<file path="config.mk">
export PLATFORM = sky130hd
export DESIGN_NAME = cpu_status_flag_logic
export DESIGN_NICKNAME = d
export VERILOG_FILES = /design/src/design/cpu_flag_pkg.sv /design/src/design/cpu_status_flag_logic.sv
export SDC_FILE = /design/constraint.sdc
export NUM_CORES = 2
export LEC_CHECK = 0
export ABC_AREA = 1
export BUFFER_PORTS_ARGS = -buffer_cell sky130_fd_sc_hd__buf_2
export CAP_MARGIN = 20
export CELL_PAD_IN_SITES_DETAIL_PLACEMENT = 0
export CELL_PAD_IN_SITES_GLOBAL_PLACEMENT = 1
export CORE_AREA = 5 5 286 288
export CTS_CLUSTER_SIZE = 24
export DETAILED_ROUTE_END_ITERATION = 10
export DIE_AREA = 0 0 291 293
export GPL_TIMING_DRIVEN = 0
export PLACE_DENSITY_LB_ADDON = 0.1
export REMOVE_ABC_BUFFERS = 1
export SLEW_MARGIN = 15
export SYNTH_ARGS = -nofsm -noshare
export SYNTH_HDL_FRONTEND = slang
export SYNTH_SLANG_ARGS = --single-unit
</file>
<file path="constraint.sdc">
create_clock -name clk_in -period 8.35 [get_ports clk_in]
set_input_delay 1.67 -clock clk_in [delete_from_list [all_inputs] [get_ports clk_in]]
set_output_delay 1.67 -clock clk_in [all_outputs]
set_load 0.01 [all_outputs]
</file>
<file path="src/design/cpu_flag_pkg.sv">
// constants, encodings and carriers for the status and control flag logic
// What this block does
// RULE_01: zero flag set when byte/word result zero
// RULE_02: sign flag copies result bit 7 or 15
// RULE_03: add/sub overflow from top two carries differing
// RULE_04: byte multiply overflow from high accumulator byte
// RULE_05: word multiply overflow from extension word
// RULE_06: immediate multiply overflow when product exceeds 16 bits
// RULE_07: division always clears overflow
// RULE_08: logical operations always clear overflow
// RULE_09: one-bit left shift overflow: carry differs from msb
// RULE_10: one-bit right shift overflow: msb differs below
// RULE_11: single-step flag traps vector 1 per instruction
// RULE_12: interrupt accept flag set/cleared by instructions
// RULE_13: step-down flag picks block transfer direction
// RULE_14: mode flag set natively, cleared entering emulation
// RULE_15: mode flag write protection on reset/leave
// RULE_16: repeat counter counts repeats and shift positions
// RULE_17: instruction pointer increments per byte, loads branches
// RULE_18: operand address ready within two clocks
// RULE_19: add/sub carry from bit 7/15, inc/dec keep
// RULE_20: parity flag set on even low-byte ones
// RULE_21: nibble carry from low nibble carry or borrow
// RULE_22: undefined flags stay unchanged
package cpu_flag_pkg;

    localparam int DATA_W = 16;

    // status word bit positions
    localparam int FLAG_CARRY     = 0;
    localparam int FLAG_PARITY    = 2;
    localparam int FLAG_NIBBLE    = 4;
    localparam int FLAG_ZERO      = 6;
    localparam int FLAG_SIGN      = 7;
    localparam int FLAG_STEP      = 8;
    localparam int FLAG_IRQ       = 9;
    localparam int FLAG_STEP_DOWN = 10;
    localparam int FLAG_OVF       = 11;
    localparam int FLAG_MODE      = 15;

    localparam logic [15:0] STATUS_RESET    = 16'hF002;
    localparam logic [15:0] STATUS_FIXED    = 16'h7002;
    localparam logic [15:0] STATUS_WRITABLE = 16'h8FD5;
    localparam logic [15:0] STATUS_LOW_MASK = 16'h00D5;

    // register port offsets
    localparam logic [3:0] REG_STATUS   = 4'h0;
    localparam logic [3:0] REG_REPEAT   = 4'h1;
    localparam logic [3:0] REG_POINTER  = 4'h2;
    localparam logic [3:0] REG_DATA_PTR = 4'h3;
    localparam logic [3:0] REG_CONTROL  = 4'h4;

    localparam int          EA_CYCLES   = 2;
    localparam logic [7:0]  STEP_VECTOR = 8'h01;
    localparam logic [15:0] ONE_WORD    = 16'h0001;

    typedef enum logic [3:0] {
        OP_ADD   = 4'h0,
        OP_SUB   = 4'h1,
        OP_INC   = 4'h2,
        OP_DEC   = 4'h3,
        OP_LOGIC = 4'h4,
        OP_SHL1  = 4'h5,
        OP_SHR1  = 4'h6,
        OP_SHLN  = 4'h7,
        OP_SHRN  = 4'h8,
        OP_MULU  = 4'h9,
        OP_MULS  = 4'hA,
        OP_MULI  = 4'hB,
        OP_DIV   = 4'hC
    } alu_op_e;

    typedef enum logic [1:0] {
        FN_AND = 2'h0,
        FN_OR  = 2'h1,
        FN_XOR = 2'h2
    } logic_fn_e;

    typedef enum logic [3:0] {
        CMD_IRQ_ON       = 4'h0,
        CMD_IRQ_OFF      = 4'h1,
        CMD_STEP_DOWN_S  = 4'h2,
        CMD_STEP_DOWN_C  = 4'h3,
        CMD_CARRY_SET    = 4'h4,
        CMD_CARRY_CLEAR  = 4'h5,
        CMD_CARRY_INVERT = 4'h6,
        CMD_ENTER_EMUL   = 4'h7,
        CMD_LEAVE_EMUL   = 4'h8,
        CMD_NATIVE_CALL  = 4'h9,
        CMD_IRQ_RETURN   = 4'hA,
        CMD_FLAGS_POP    = 4'hB,
        CMD_IRQ_TAKEN    = 4'hC
    } ctl_cmd_e;

    typedef enum logic [1:0] {
        SH_IDLE = 2'b00,
        SH_RUN  = 2'b01
    } shift_state_e;

    typedef struct packed {
        logic        valid;
        alu_op_e     op;
        logic        word;
        logic_fn_e   fn;
        logic [15:0] a;
        logic [15:0] b;
    } alu_req_s;

    typedef struct packed {
        logic        valid;
        ctl_cmd_e    cmd;
        logic [15:0] image;
    } ctl_req_s;

endpackage

</file>
<file path="src/design/cpu_status_flag_logic.sv">
// status word, repeat counter, instruction pointer and operand address unit
`timescale 1ns/1ns
module cpu_status_flag_logic
    import cpu_flag_pkg::*;
(
    // clock and reset
    input  wire logic        clk_in,
    input  wire logic        rstn_in,
    // operation results and control instructions
    input  wire alu_req_s    alu_in,
    input  wire ctl_req_s    ctl_in,
    input  wire logic        instr_done_in,
    input  wire logic        rep_step_in,
    // instruction pointer
    input  wire logic        queue_byte_in,
    input  wire logic        branch_load_in,
    input  wire logic [15:0] branch_target_in,
    // operand address
    input  wire logic        ea_start_in,
    input  wire logic [15:0] ea_base_in,
    input  wire logic [15:0] ea_index_in,
    input  wire logic [15:0] ea_disp_in,
    // register port
    input  wire logic [3:0]  addr_in,
    input  wire logic [15:0] wr_data_in,
    input  wire logic        wr_in,
    input  wire logic        rd_in,
    output logic      [15:0] rd_data_out,
    // state
    output logic      [15:0] status_word_out,
    output logic      [15:0] result_out,
    output logic      [15:0] ext_acc_word_out,
    output logic      [15:0] repeat_counter_out,
    output logic      [15:0] instr_pointer_out,
    output logic      [15:0] data_pointer_out,
    output logic             ea_done_out,
    output logic             shift_busy_out,
    output logic             step_irq_out,
    output logic      [7:0]  step_vector_out
);

    logic [15:0]  status_word;
    logic [15:0]  next_status;
    logic         mode_lock;
    logic [15:0]  repeat_counter;
    logic [15:0]  next_counter;
    logic [15:0]  instr_pointer;
    shift_state_e shift_state;
    logic [15:0]  shift_work;
    logic         shift_left;
    logic         shift_word;
    logic         shift_cy;
    logic [15:0]  ea_partial;
    logic [15:0]  ea_disp;
    logic         ea_stage;

    // flag triple of a result: zero, sign, parity
    function automatic logic [2:0] zsp(input logic [15:0] r,
                                       input logic w);
        logic z;
        logic s;
        z = w ? (r == 16'h0000) : (r[7:0] == 8'h00);
        s = w ? r[15] : r[7];
        zsp = {z, s, ~^r[7:0]};
    endfunction

    wire alu_op_e op    = alu_in.op;
    wire          word  = alu_in.word;
    wire [15:0]   a     = alu_in.a;
    wire          fire  = alu_in.valid;

    // adder, shared by add, subtract, increment and decrement
    wire          sub_op = (op == OP_SUB) || (op == OP_DEC);
    wire          step_op = (op == OP_INC) || (op == OP_DEC);
    wire [15:0]   b_eff  = step_op ? ONE_WORD : alu_in.b;
    wire [15:0]   add_b  = sub_op ? ~b_eff : b_eff;
    wire [16:0]   full   = {1'b0, a} + {1'b0, add_b}
                         + {16'h0000, sub_op};
    wire [16:0]   ci     = {1'b0, a ^ add_b} ^ full;
    wire          arith_cy = (word ? ci[16] : ci[8]) ^ sub_op;
    wire          arith_ov = word ? ci[16] ^ ci[15] : ci[8] ^ ci[7];
    wire          arith_nb = ci[4] ^ sub_op;
    wire arith_op = (op == OP_ADD) || (op == OP_SUB) || step_op;

    // logical unit
    wire [15:0] logic_res = (alu_in.fn == FN_AND) ? a & alu_in.b :
                            (alu_in.fn == FN_OR)  ? a | alu_in.b :
                                                    a ^ alu_in.b;

    // one-bit left and right shifts, each shifting in a zero
    wire [15:0] shl_res = {a[14:0], 1'b0};
    wire        shl_cy  = word ? a[15] : a[7];
    wire        shl_ov  = shl_cy ^ (word ? shl_res[15] : shl_res[7]);
    wire [15:0] shr_res = word ? {1'b0, a[15:1]}
                               : {8'h00, 1'b0, a[7:1]};
    wire        shr_ov  = word ? shr_res[15] ^ shr_res[14]
                               : shr_res[7] ^ shr_res[6];

    // multiplier
    wire        [15:0] mul_bu = a[7:0] * alu_in.b[7:0];
    wire signed [15:0] mul_bs = $signed(a[7:0]) * $signed(alu_in.b[7:0]);
    wire        [31:0] mul_wu = a * alu_in.b;
    wire signed [31:0] mul_ws = $signed(a) * $signed(alu_in.b);
    wire signed [23:0] mul_im = $signed(a) * $signed(alu_in.b[7:0]);
    wire mulu_ov = word ? |mul_wu[31:16] : |mul_bu[15:8];
    wire muls_ov = word ? mul_ws[31:16] != {16{mul_ws[15]}}
                        : mul_bs[15:8] != {8{mul_bs[7]}};
    wire muli_ov = mul_im[23:15] != {9{mul_im[15]}};

    // multi-bit shift stepping
    wire [4:0]  shift_count = alu_in.b[4:0];
    wire        shift_start = fire && (op == OP_SHLN || op == OP_SHRN)
                            && shift_state == SH_IDLE;
    wire        shift_run   = shift_state == SH_RUN;
    wire [15:0] shift_next  = shift_left ? {shift_work[14:0], 1'b0}
                            : shift_word ? {1'b0, shift_work[15:1]}
                            : {8'h00, 1'b0, shift_work[7:1]};
    wire        shift_out   = shift_left ? (shift_word ? shift_work[15]
                                                       : shift_work[7])
                                         : shift_work[0];
    wire        shift_last  = shift_run && repeat_counter == ONE_WORD;

    // register port decode
    wire wr_status  = wr_in && addr_in == REG_STATUS;
    wire wr_repeat  = wr_in && addr_in == REG_REPEAT;
    wire [15:0] rd_mux =
        (addr_in == REG_STATUS)   ? status_word :
        (addr_in == REG_REPEAT)   ? repeat_counter :
        (addr_in == REG_POINTER)  ? instr_pointer :
        (addr_in == REG_DATA_PTR) ? data_pointer_out :
        (addr_in == REG_CONTROL)  ? {14'h0000, shift_run, mode_lock} :
                                    16'h0000;

    wire [15:0] image = (ctl_in.image & STATUS_WRITABLE) | STATUS_FIXED;

    // next status word: results first, then instructions, then software
    always_comb
    begin
        next_status = status_word;
        if (fire)
        begin
            case (op)
                OP_ADD, OP_SUB, OP_INC, OP_DEC:
                begin
                    {next_status[FLAG_ZERO], next_status[FLAG_SIGN],
                     next_status[FLAG_PARITY]} = zsp(full[15:0], word); // RULE_01 RULE_02 RULE_20
                    next_status[FLAG_OVF]    = arith_ov; // RULE_03
                    next_status[FLAG_NIBBLE] = arith_nb; // RULE_21
                    if (!step_op)
                        next_status[FLAG_CARRY] = arith_cy; // RULE_19
                end
                OP_LOGIC:
                begin
                    {next_status[FLAG_ZERO], next_status[FLAG_SIGN],
                     next_status[FLAG_PARITY]} = zsp(logic_res, word); // RULE_01 RULE_02 RULE_20
                    next_status[FLAG_OVF]   = 1'b0; // RULE_08
                    next_status[FLAG_CARRY] = 1'b0;
                end
                OP_SHL1:
                begin
                    {next_status[FLAG_ZERO], next_status[FLAG_SIGN],
                     next_status[FLAG_PARITY]} = zsp(shl_res, word);
                    next_status[FLAG_CARRY] = shl_cy;
                    next_status[FLAG_OVF]   = shl_ov; // RULE_09
                end
                OP_SHR1:
                begin
                    {next_status[FLAG_ZERO], next_status[FLAG_SIGN],
                     next_status[FLAG_PARITY]} = zsp(shr_res, word);
                    next_status[FLAG_CARRY] = a[0];
                    next_status[FLAG_OVF]   = shr_ov; // RULE_10
                end
                OP_MULU:
                begin
                    next_status[FLAG_OVF]   = mulu_ov; // RULE_04 RULE_05
                    next_status[FLAG_CARRY] = mulu_ov;
                end
                OP_MULS:
                begin
                    next_status[FLAG_OVF]   = muls_ov; // RULE_04 RULE_05
                    next_status[FLAG_CARRY] = muls_ov;
                end
                OP_MULI:
                begin
                    next_status[FLAG_OVF]   = muli_ov; // RULE_06
                    next_status[FLAG_CARRY] = muli_ov;
                end
                OP_DIV:
                    next_status[FLAG_OVF] = 1'b0; // RULE_07
                default:
                    next_status = status_word; // RULE_22
            endcase
        end
        if (shift_last)
        begin
            // overflow is left alone after a multi-bit shift
            {next_status[FLAG_ZERO], next_status[FLAG_SIGN],
             next_status[FLAG_PARITY]} = zsp(shift_next, shift_word); // RULE_22
            next_status[FLAG_CARRY] = shift_out;
        end
        if (ctl_in.valid)
        begin
            case (ctl_in.cmd)
                CMD_IRQ_ON:       next_status[FLAG_IRQ] = 1'b1; // RULE_12
                CMD_IRQ_OFF:      next_status[FLAG_IRQ] = 1'b0; // RULE_12
                CMD_STEP_DOWN_S:  next_status[FLAG_STEP_DOWN] = 1'b1; // RULE_13
                CMD_STEP_DOWN_C:  next_status[FLAG_STEP_DOWN] = 1'b0; // RULE_13
                CMD_CARRY_SET:    next_status[FLAG_CARRY] = 1'b1;
                CMD_CARRY_CLEAR:  next_status[FLAG_CARRY] = 1'b0;
                CMD_CARRY_INVERT: next_status[FLAG_CARRY] = ~status_word[FLAG_CARRY];
                CMD_ENTER_EMUL:   next_status[FLAG_MODE] = 1'b0; // RULE_14
                CMD_NATIVE_CALL:  next_status[FLAG_MODE] = 1'b1; // RULE_14
                CMD_IRQ_TAKEN:
                begin
                    next_status[FLAG_IRQ]  = 1'b0;
                    next_status[FLAG_STEP] = 1'b0;
                end
                default:
                begin
                    // single-step flag only becomes live through a restore
                    next_status = image; // RULE_11
                    if (ctl_in.cmd == CMD_LEAVE_EMUL)
                        next_status[FLAG_MODE] = 1'b1; // RULE_14
                    else if (mode_lock)
                        next_status[FLAG_MODE] = status_word[FLAG_MODE]; // RULE_15
                end
            endcase
        end
        if (wr_status)
            next_status = (next_status & ~STATUS_LOW_MASK)
                        | (wr_data_in & STATUS_LOW_MASK);
    end

    // repeat counter: shift steps take priority over repeat steps
    always_comb
    begin
        next_counter = repeat_counter;
        if (wr_repeat)
            next_counter = wr_data_in;
        else if (shift_start)
            next_counter = {11'h000, shift_count}; // RULE_16
        else if (shift_run)
            next_counter = repeat_counter - ONE_WORD; // RULE_16
        else if (rep_step_in && repeat_counter != 16'h0000)
            next_counter = repeat_counter - ONE_WORD; // RULE_16
    end

    always_ff @(posedge clk_in)
    begin
        if (!rstn_in)
        begin
            status_word    <= STATUS_RESET; // RULE_14
            mode_lock      <= 1'b1; // RULE_15
            repeat_counter <= 16'h0000;
        end
        else
        begin
            status_word    <= next_status;
            repeat_counter <= next_counter;
            if (ctl_in.valid && ctl_in.cmd == CMD_LEAVE_EMUL)
                mode_lock <= 1'b1; // RULE_15
            else if (ctl_in.valid && ctl_in.cmd == CMD_ENTER_EMUL)
                mode_lock <= 1'b0; // RULE_15
        end
    end

    // multi-bit shift sequencer, one position per clock
    always_ff @(posedge clk_in)
    begin
        if (!rstn_in)
        begin
            shift_state <= SH_IDLE;
            shift_work  <= 16'h0000;
            shift_left  <= 1'b0;
            shift_word  <= 1'b0;
        end
        else
        begin
            case (shift_state)
                SH_IDLE:
                    if (shift_start)
                    begin
                        shift_work  <= a;
                        shift_left  <= op == OP_SHLN;
                        shift_word  <= word;
                        if (shift_count != 5'h00)
                            shift_state <= SH_RUN;
                    end
                SH_RUN:
                begin
                    shift_work <= shift_next;
                    if (shift_last)
                        shift_state <= SH_IDLE;
                end
                default:
                    shift_state <= SH_IDLE;
            endcase
        end
    end

    // result path
    always_ff @(posedge clk_in)
    begin
        if (!rstn_in)
        begin
            result_out       <= 16'h0000;
            ext_acc_word_out <= 16'h0000;
        end
        else if (shift_run)
            result_out <= shift_next;
        else if (fire)
        begin
            case (op)
                OP_LOGIC: result_out <= logic_res;
                OP_SHL1:  result_out <= shl_res;
                OP_SHR1:  result_out <= shr_res;
                OP_MULU:
                begin
                    result_out       <= word ? mul_wu[15:0] : mul_bu;
                    ext_acc_word_out <= mul_wu[31:16];
                end
                OP_MULS:
                begin
                    result_out       <= word ? mul_ws[15:0] : mul_bs;
                    ext_acc_word_out <= mul_ws[31:16];
                end
                OP_MULI:  result_out <= mul_im[15:0];
                default:  result_out <= full[15:0];
            endcase
        end
    end

    // instruction pointer; a branch load wins over a queue byte
    always_ff @(posedge clk_in)
    begin
        if (!rstn_in)
            instr_pointer <= 16'h0000;
        else if (branch_load_in)
            instr_pointer <= branch_target_in; // RULE_17
        else if (queue_byte_in)
            instr_pointer <= instr_pointer + ONE_WORD; // RULE_17
    end

    // operand address in two stages so the adder chain stays short
    always_ff @(posedge clk_in)
    begin
        if (!rstn_in)
        begin
            ea_stage         <= 1'b0;
            ea_partial       <= 16'h0000;
            ea_disp          <= 16'h0000;
            data_pointer_out <= 16'h0000;
            ea_done_out      <= 1'b0;
        end
        else
        begin
            ea_stage    <= ea_start_in;
            ea_done_out <= ea_stage; // RULE_18
            if (ea_start_in)
            begin
                ea_partial <= ea_base_in + ea_index_in;
                ea_disp    <= ea_disp_in;
            end
            if (ea_stage)
                data_pointer_out <= ea_partial + ea_disp; // RULE_18
        end
    end

    // single-step trap and register read port
    always_ff @(posedge clk_in)
    begin
        if (!rstn_in)
        begin
            step_irq_out    <= 1'b0;
            step_vector_out <= 8'h00;
            rd_data_out     <= 16'h0000;
        end
        else
        begin
            step_irq_out <= instr_done_in && status_word[FLAG_STEP]; // RULE_11
            if (instr_done_in && status_word[FLAG_STEP])
                step_vector_out <= STEP_VECTOR; // RULE_11
            rd_data_out <= rd_in ? rd_mux : 16'h0000;
        end
    end

    assign status_word_out    = status_word;
    assign repeat_counter_out = repeat_counter;
    assign instr_pointer_out  = instr_pointer;
    assign shift_busy_out     = shift_run;

    wire quiet = !ctl_in.valid && !wr_status && !shift_run;
endmodule

</file>
==> impl_results.md <==
- Layout cells sized above 1: 8.22%
- Synth warn: 0
- Syn avg cell area: 7.29 µm²
- Top Ports: 277
- Final Skew: 0.0143 ns
- Antenna violations before repair: 8
- Grt ovf: 0
- GPL Wtd Cong: 0.986
- DR vias: about 32,000
- Core area: 78,600 µm²
- Post-DP HPWL: 106 mm
- Yosys reg bits: between 150 and 200
- Type of element launching the critical path: input port
- Status: complete, no violations
- Slew margin rel.: between 30 and 40%
- Final setup violation count: 0
- All-Layer GR Usage: 30.2%
- Vias per inst: 5.26
- Post-route ant nets: 0
- Worst setup EP type: register
- Die Y: 293 µm
- Initial drt markers: around 2,800
- Largest net degree at the start of global routing: 66
- Die width: around 290 µm
- Hold Crit Class: reg -> reg
- Seq/Total Area, Yosys: around a tenth
- Drt drc: 0
- RSZ-0062 raised after global routing: no
- Worst-path clk slew: 0.08 ns
- Initial core utilization: between 40% and 50%
- Slew @ Worst Pin: 1.02 ns
- Tmin final: 8.13 ns
- Root Buffer: clkbuf_16
- Slowest Stage Delay on Critical Path: about 0.52 ns
- Buffers on Ports: 263
- TritonCTS clock tree: done
- Row count: just over 100
- CTS Buffer Depth: 2
- Placed insts: 5,999
- Clock Sinks: 168
- Critical Path RT: 8.69 ns
- Post-synth EDFFs: 0
- Setup ws final: between 0.2 and 0.25 ns
- Fin cells: 6,056
- Cts bufs inserted: 17
- Clock latency on the worst-skew pair: 0.46 ns
- WP data arrival: 8.47 ns
- CP most frequent cell: nand2_1
- Pre-CTS WS: -0.957 ns
- Max Cap Viol: 0
- Number of global-route vias before repair: 32,200
- DR WL/cell: 21.5 µm
- First-pass GRT wire length: 198 mm
- Nets: between 6,000 and 7,000
- Final wirelength: 130 mm
- Async S/R FF share, synth: 0%
- Fmax: between 100 and 150 MHz
- Design area: 38,400 µm²
- First-pass DRT Iterations: 6
- Htree depth: 4
- # fillers: 8,162
- Slowest cell on crit path: fa_1
- Post-route clock period utilization: between 90 and 100%
- Dpl cell area: approximately 37,000 µm²
- Die area: between 80,000 and 90,000 µm²
- WS Path Type: in -> reg
- Ys flop type: dfxtp_1
- CP Max Fanout: 20
- Hold Vio Cnt, Final: 0
- Reg2reg setup slack: 4.68 ns
- Area added between synthesis and finish: 8.97%
- Cells after Synth: a little under 5,000
- Fin. max-slew vios: 0
- Post-synthesis cell area: about 35,000 µm²
- Synth cell types: 60
-- critical path: cells and delay by family --
kind / cells / cell delay (ns)
adders and majority gates: 8 / 3.33
buffers and inverters: 5 / 0.67
AOI/OAI and AO/OA: 2 / 0.41
and+or+nand+nor: 16 / 2.36
-- layout by cell type (no fill, tap or decap), types with 48 or more instances in the layout --
cell        n
dfxtp_1   168
xor2_1     74
fa_1      528
o21ai_0   201
a21oi_1   247
nor2_1    288
nand4_1    48
inv_1    1100
buf_2     234
nand3_1   202
nand2_1  1051
ha_1      320
xnor2_1    69
-- cell families (layout without fill, tap and decap cells) --
kind of cell	after synthesis	in the layout	synth area share [%]
XOR/XNOR	145	145	3.68
other	1	13	0.0106
AND/OR/NAND/NOR	1706	1706	20.0
multiplexers	6	6	0.171
AO/OA/AOI/OAI	664	664	10.9
flip-flops	168	168	9.55
adder cells (fa/ha/maj)	862	862	41.9
buffers and inverters	1275	1442	13.7
-- sequential cells by signal, summed over array words and instances (netlist names), named ones only --
register and count:
repeat_counter_out 16, data_pointer_out 16, shift_word 1, ea_done_out 1
shift_state 1, instr_pointer_out 16, result_out 16, mode_lock 1
shift_left 1, ea_stage 1, shift_work 16, ext_acc_word_out 16
ea_disp 16, rd_data_out 16, ea_partial 16, step_irq_out 1
step_vector_out 1, status_word_out 6
-- synthesized netlist by cell type (18+ instances only) --
cell	instances	area share, %
a221oi_1	18	0.45
inv_1	1111	12
o21ai_0	202	2.9
xnor2_1	69	1.7
o211ai_1	29	0.62
o22ai_1	21	0.37
a31oi_1	47	0.84
nand4_1	48	0.85
dfxtp_1	168	9.6
nor2_1	295	3.1
nand3_1	203	2.9
ha_1	333	12
a21oi_1	248	3.5
xor2_1	74	1.8
nor3_1	45	0.64
clkbuf_1	120	1.3
nand2_1	1055	11
fa_1	529	30
o221ai_1	19	0.47
-- metal layers --
metal | up-vias | GRT usage [%] | share of wire [%]
li1 | 15200 | - | -
met1 | 15400 | 43.1 | 45
met2 | 1060 | 48.2 | 45
met3 | 208 | 3.74 | 6.4
met4 | 0 | 9.35 | 3.9
met5 | - | 0 | 0
-- final cells by class --
cell class	count	area [µm²]	share of cell area (%)
antenna	6	15.0	0.0391
clock buffer	17	425	1.11
clock inverter	15	170	0.443
inverter	1123	4240	11.1
multi-input combinational	3390	27200	70.8
sequential	168	3360	8.77
tap	1050	1310	3.42
timing repair buffer	287	1690	4.40
-- timing repair --
action | in CTS | in global routing
setup endpoints to repair | 4 | 4
resized for setup | 19 | 72
hold buffers | 0 | 0
setup buffers | 5 | 13
pin swaps | 0 | 2
-- worst paths after layout --
kind                                     from                                   to  cells past startpoint
setup / recovery                   alu_in[19]        status_word_out[0]$_SDFF_PN0_                     31
setup reg to reg  shift_state[0]$_SDFFE_PN0P_  repeat_counter_out[12]$_SDFFE_PN0P_                      8
hold / removal                       register                             register                      2
hold reg to reg                      register                             register                      2
-- per-stage QoR --
stage          hold WS (ns)  TNS [ns]  utilization [%]
2_1_floorplan         0.455         0                -
5_1_grt               0.479         0             48.8
4_1_cts               0.459         0             48.4
6_report              0.458         0             48.8
3_3_place_gp          0.437     -4.81             47.4
3_5_place_dp          0.447     -4.35             47.5
Power is not shown: default switching activity piles up to over one toggle a cycle in this logic, so the estimate is an artifact.
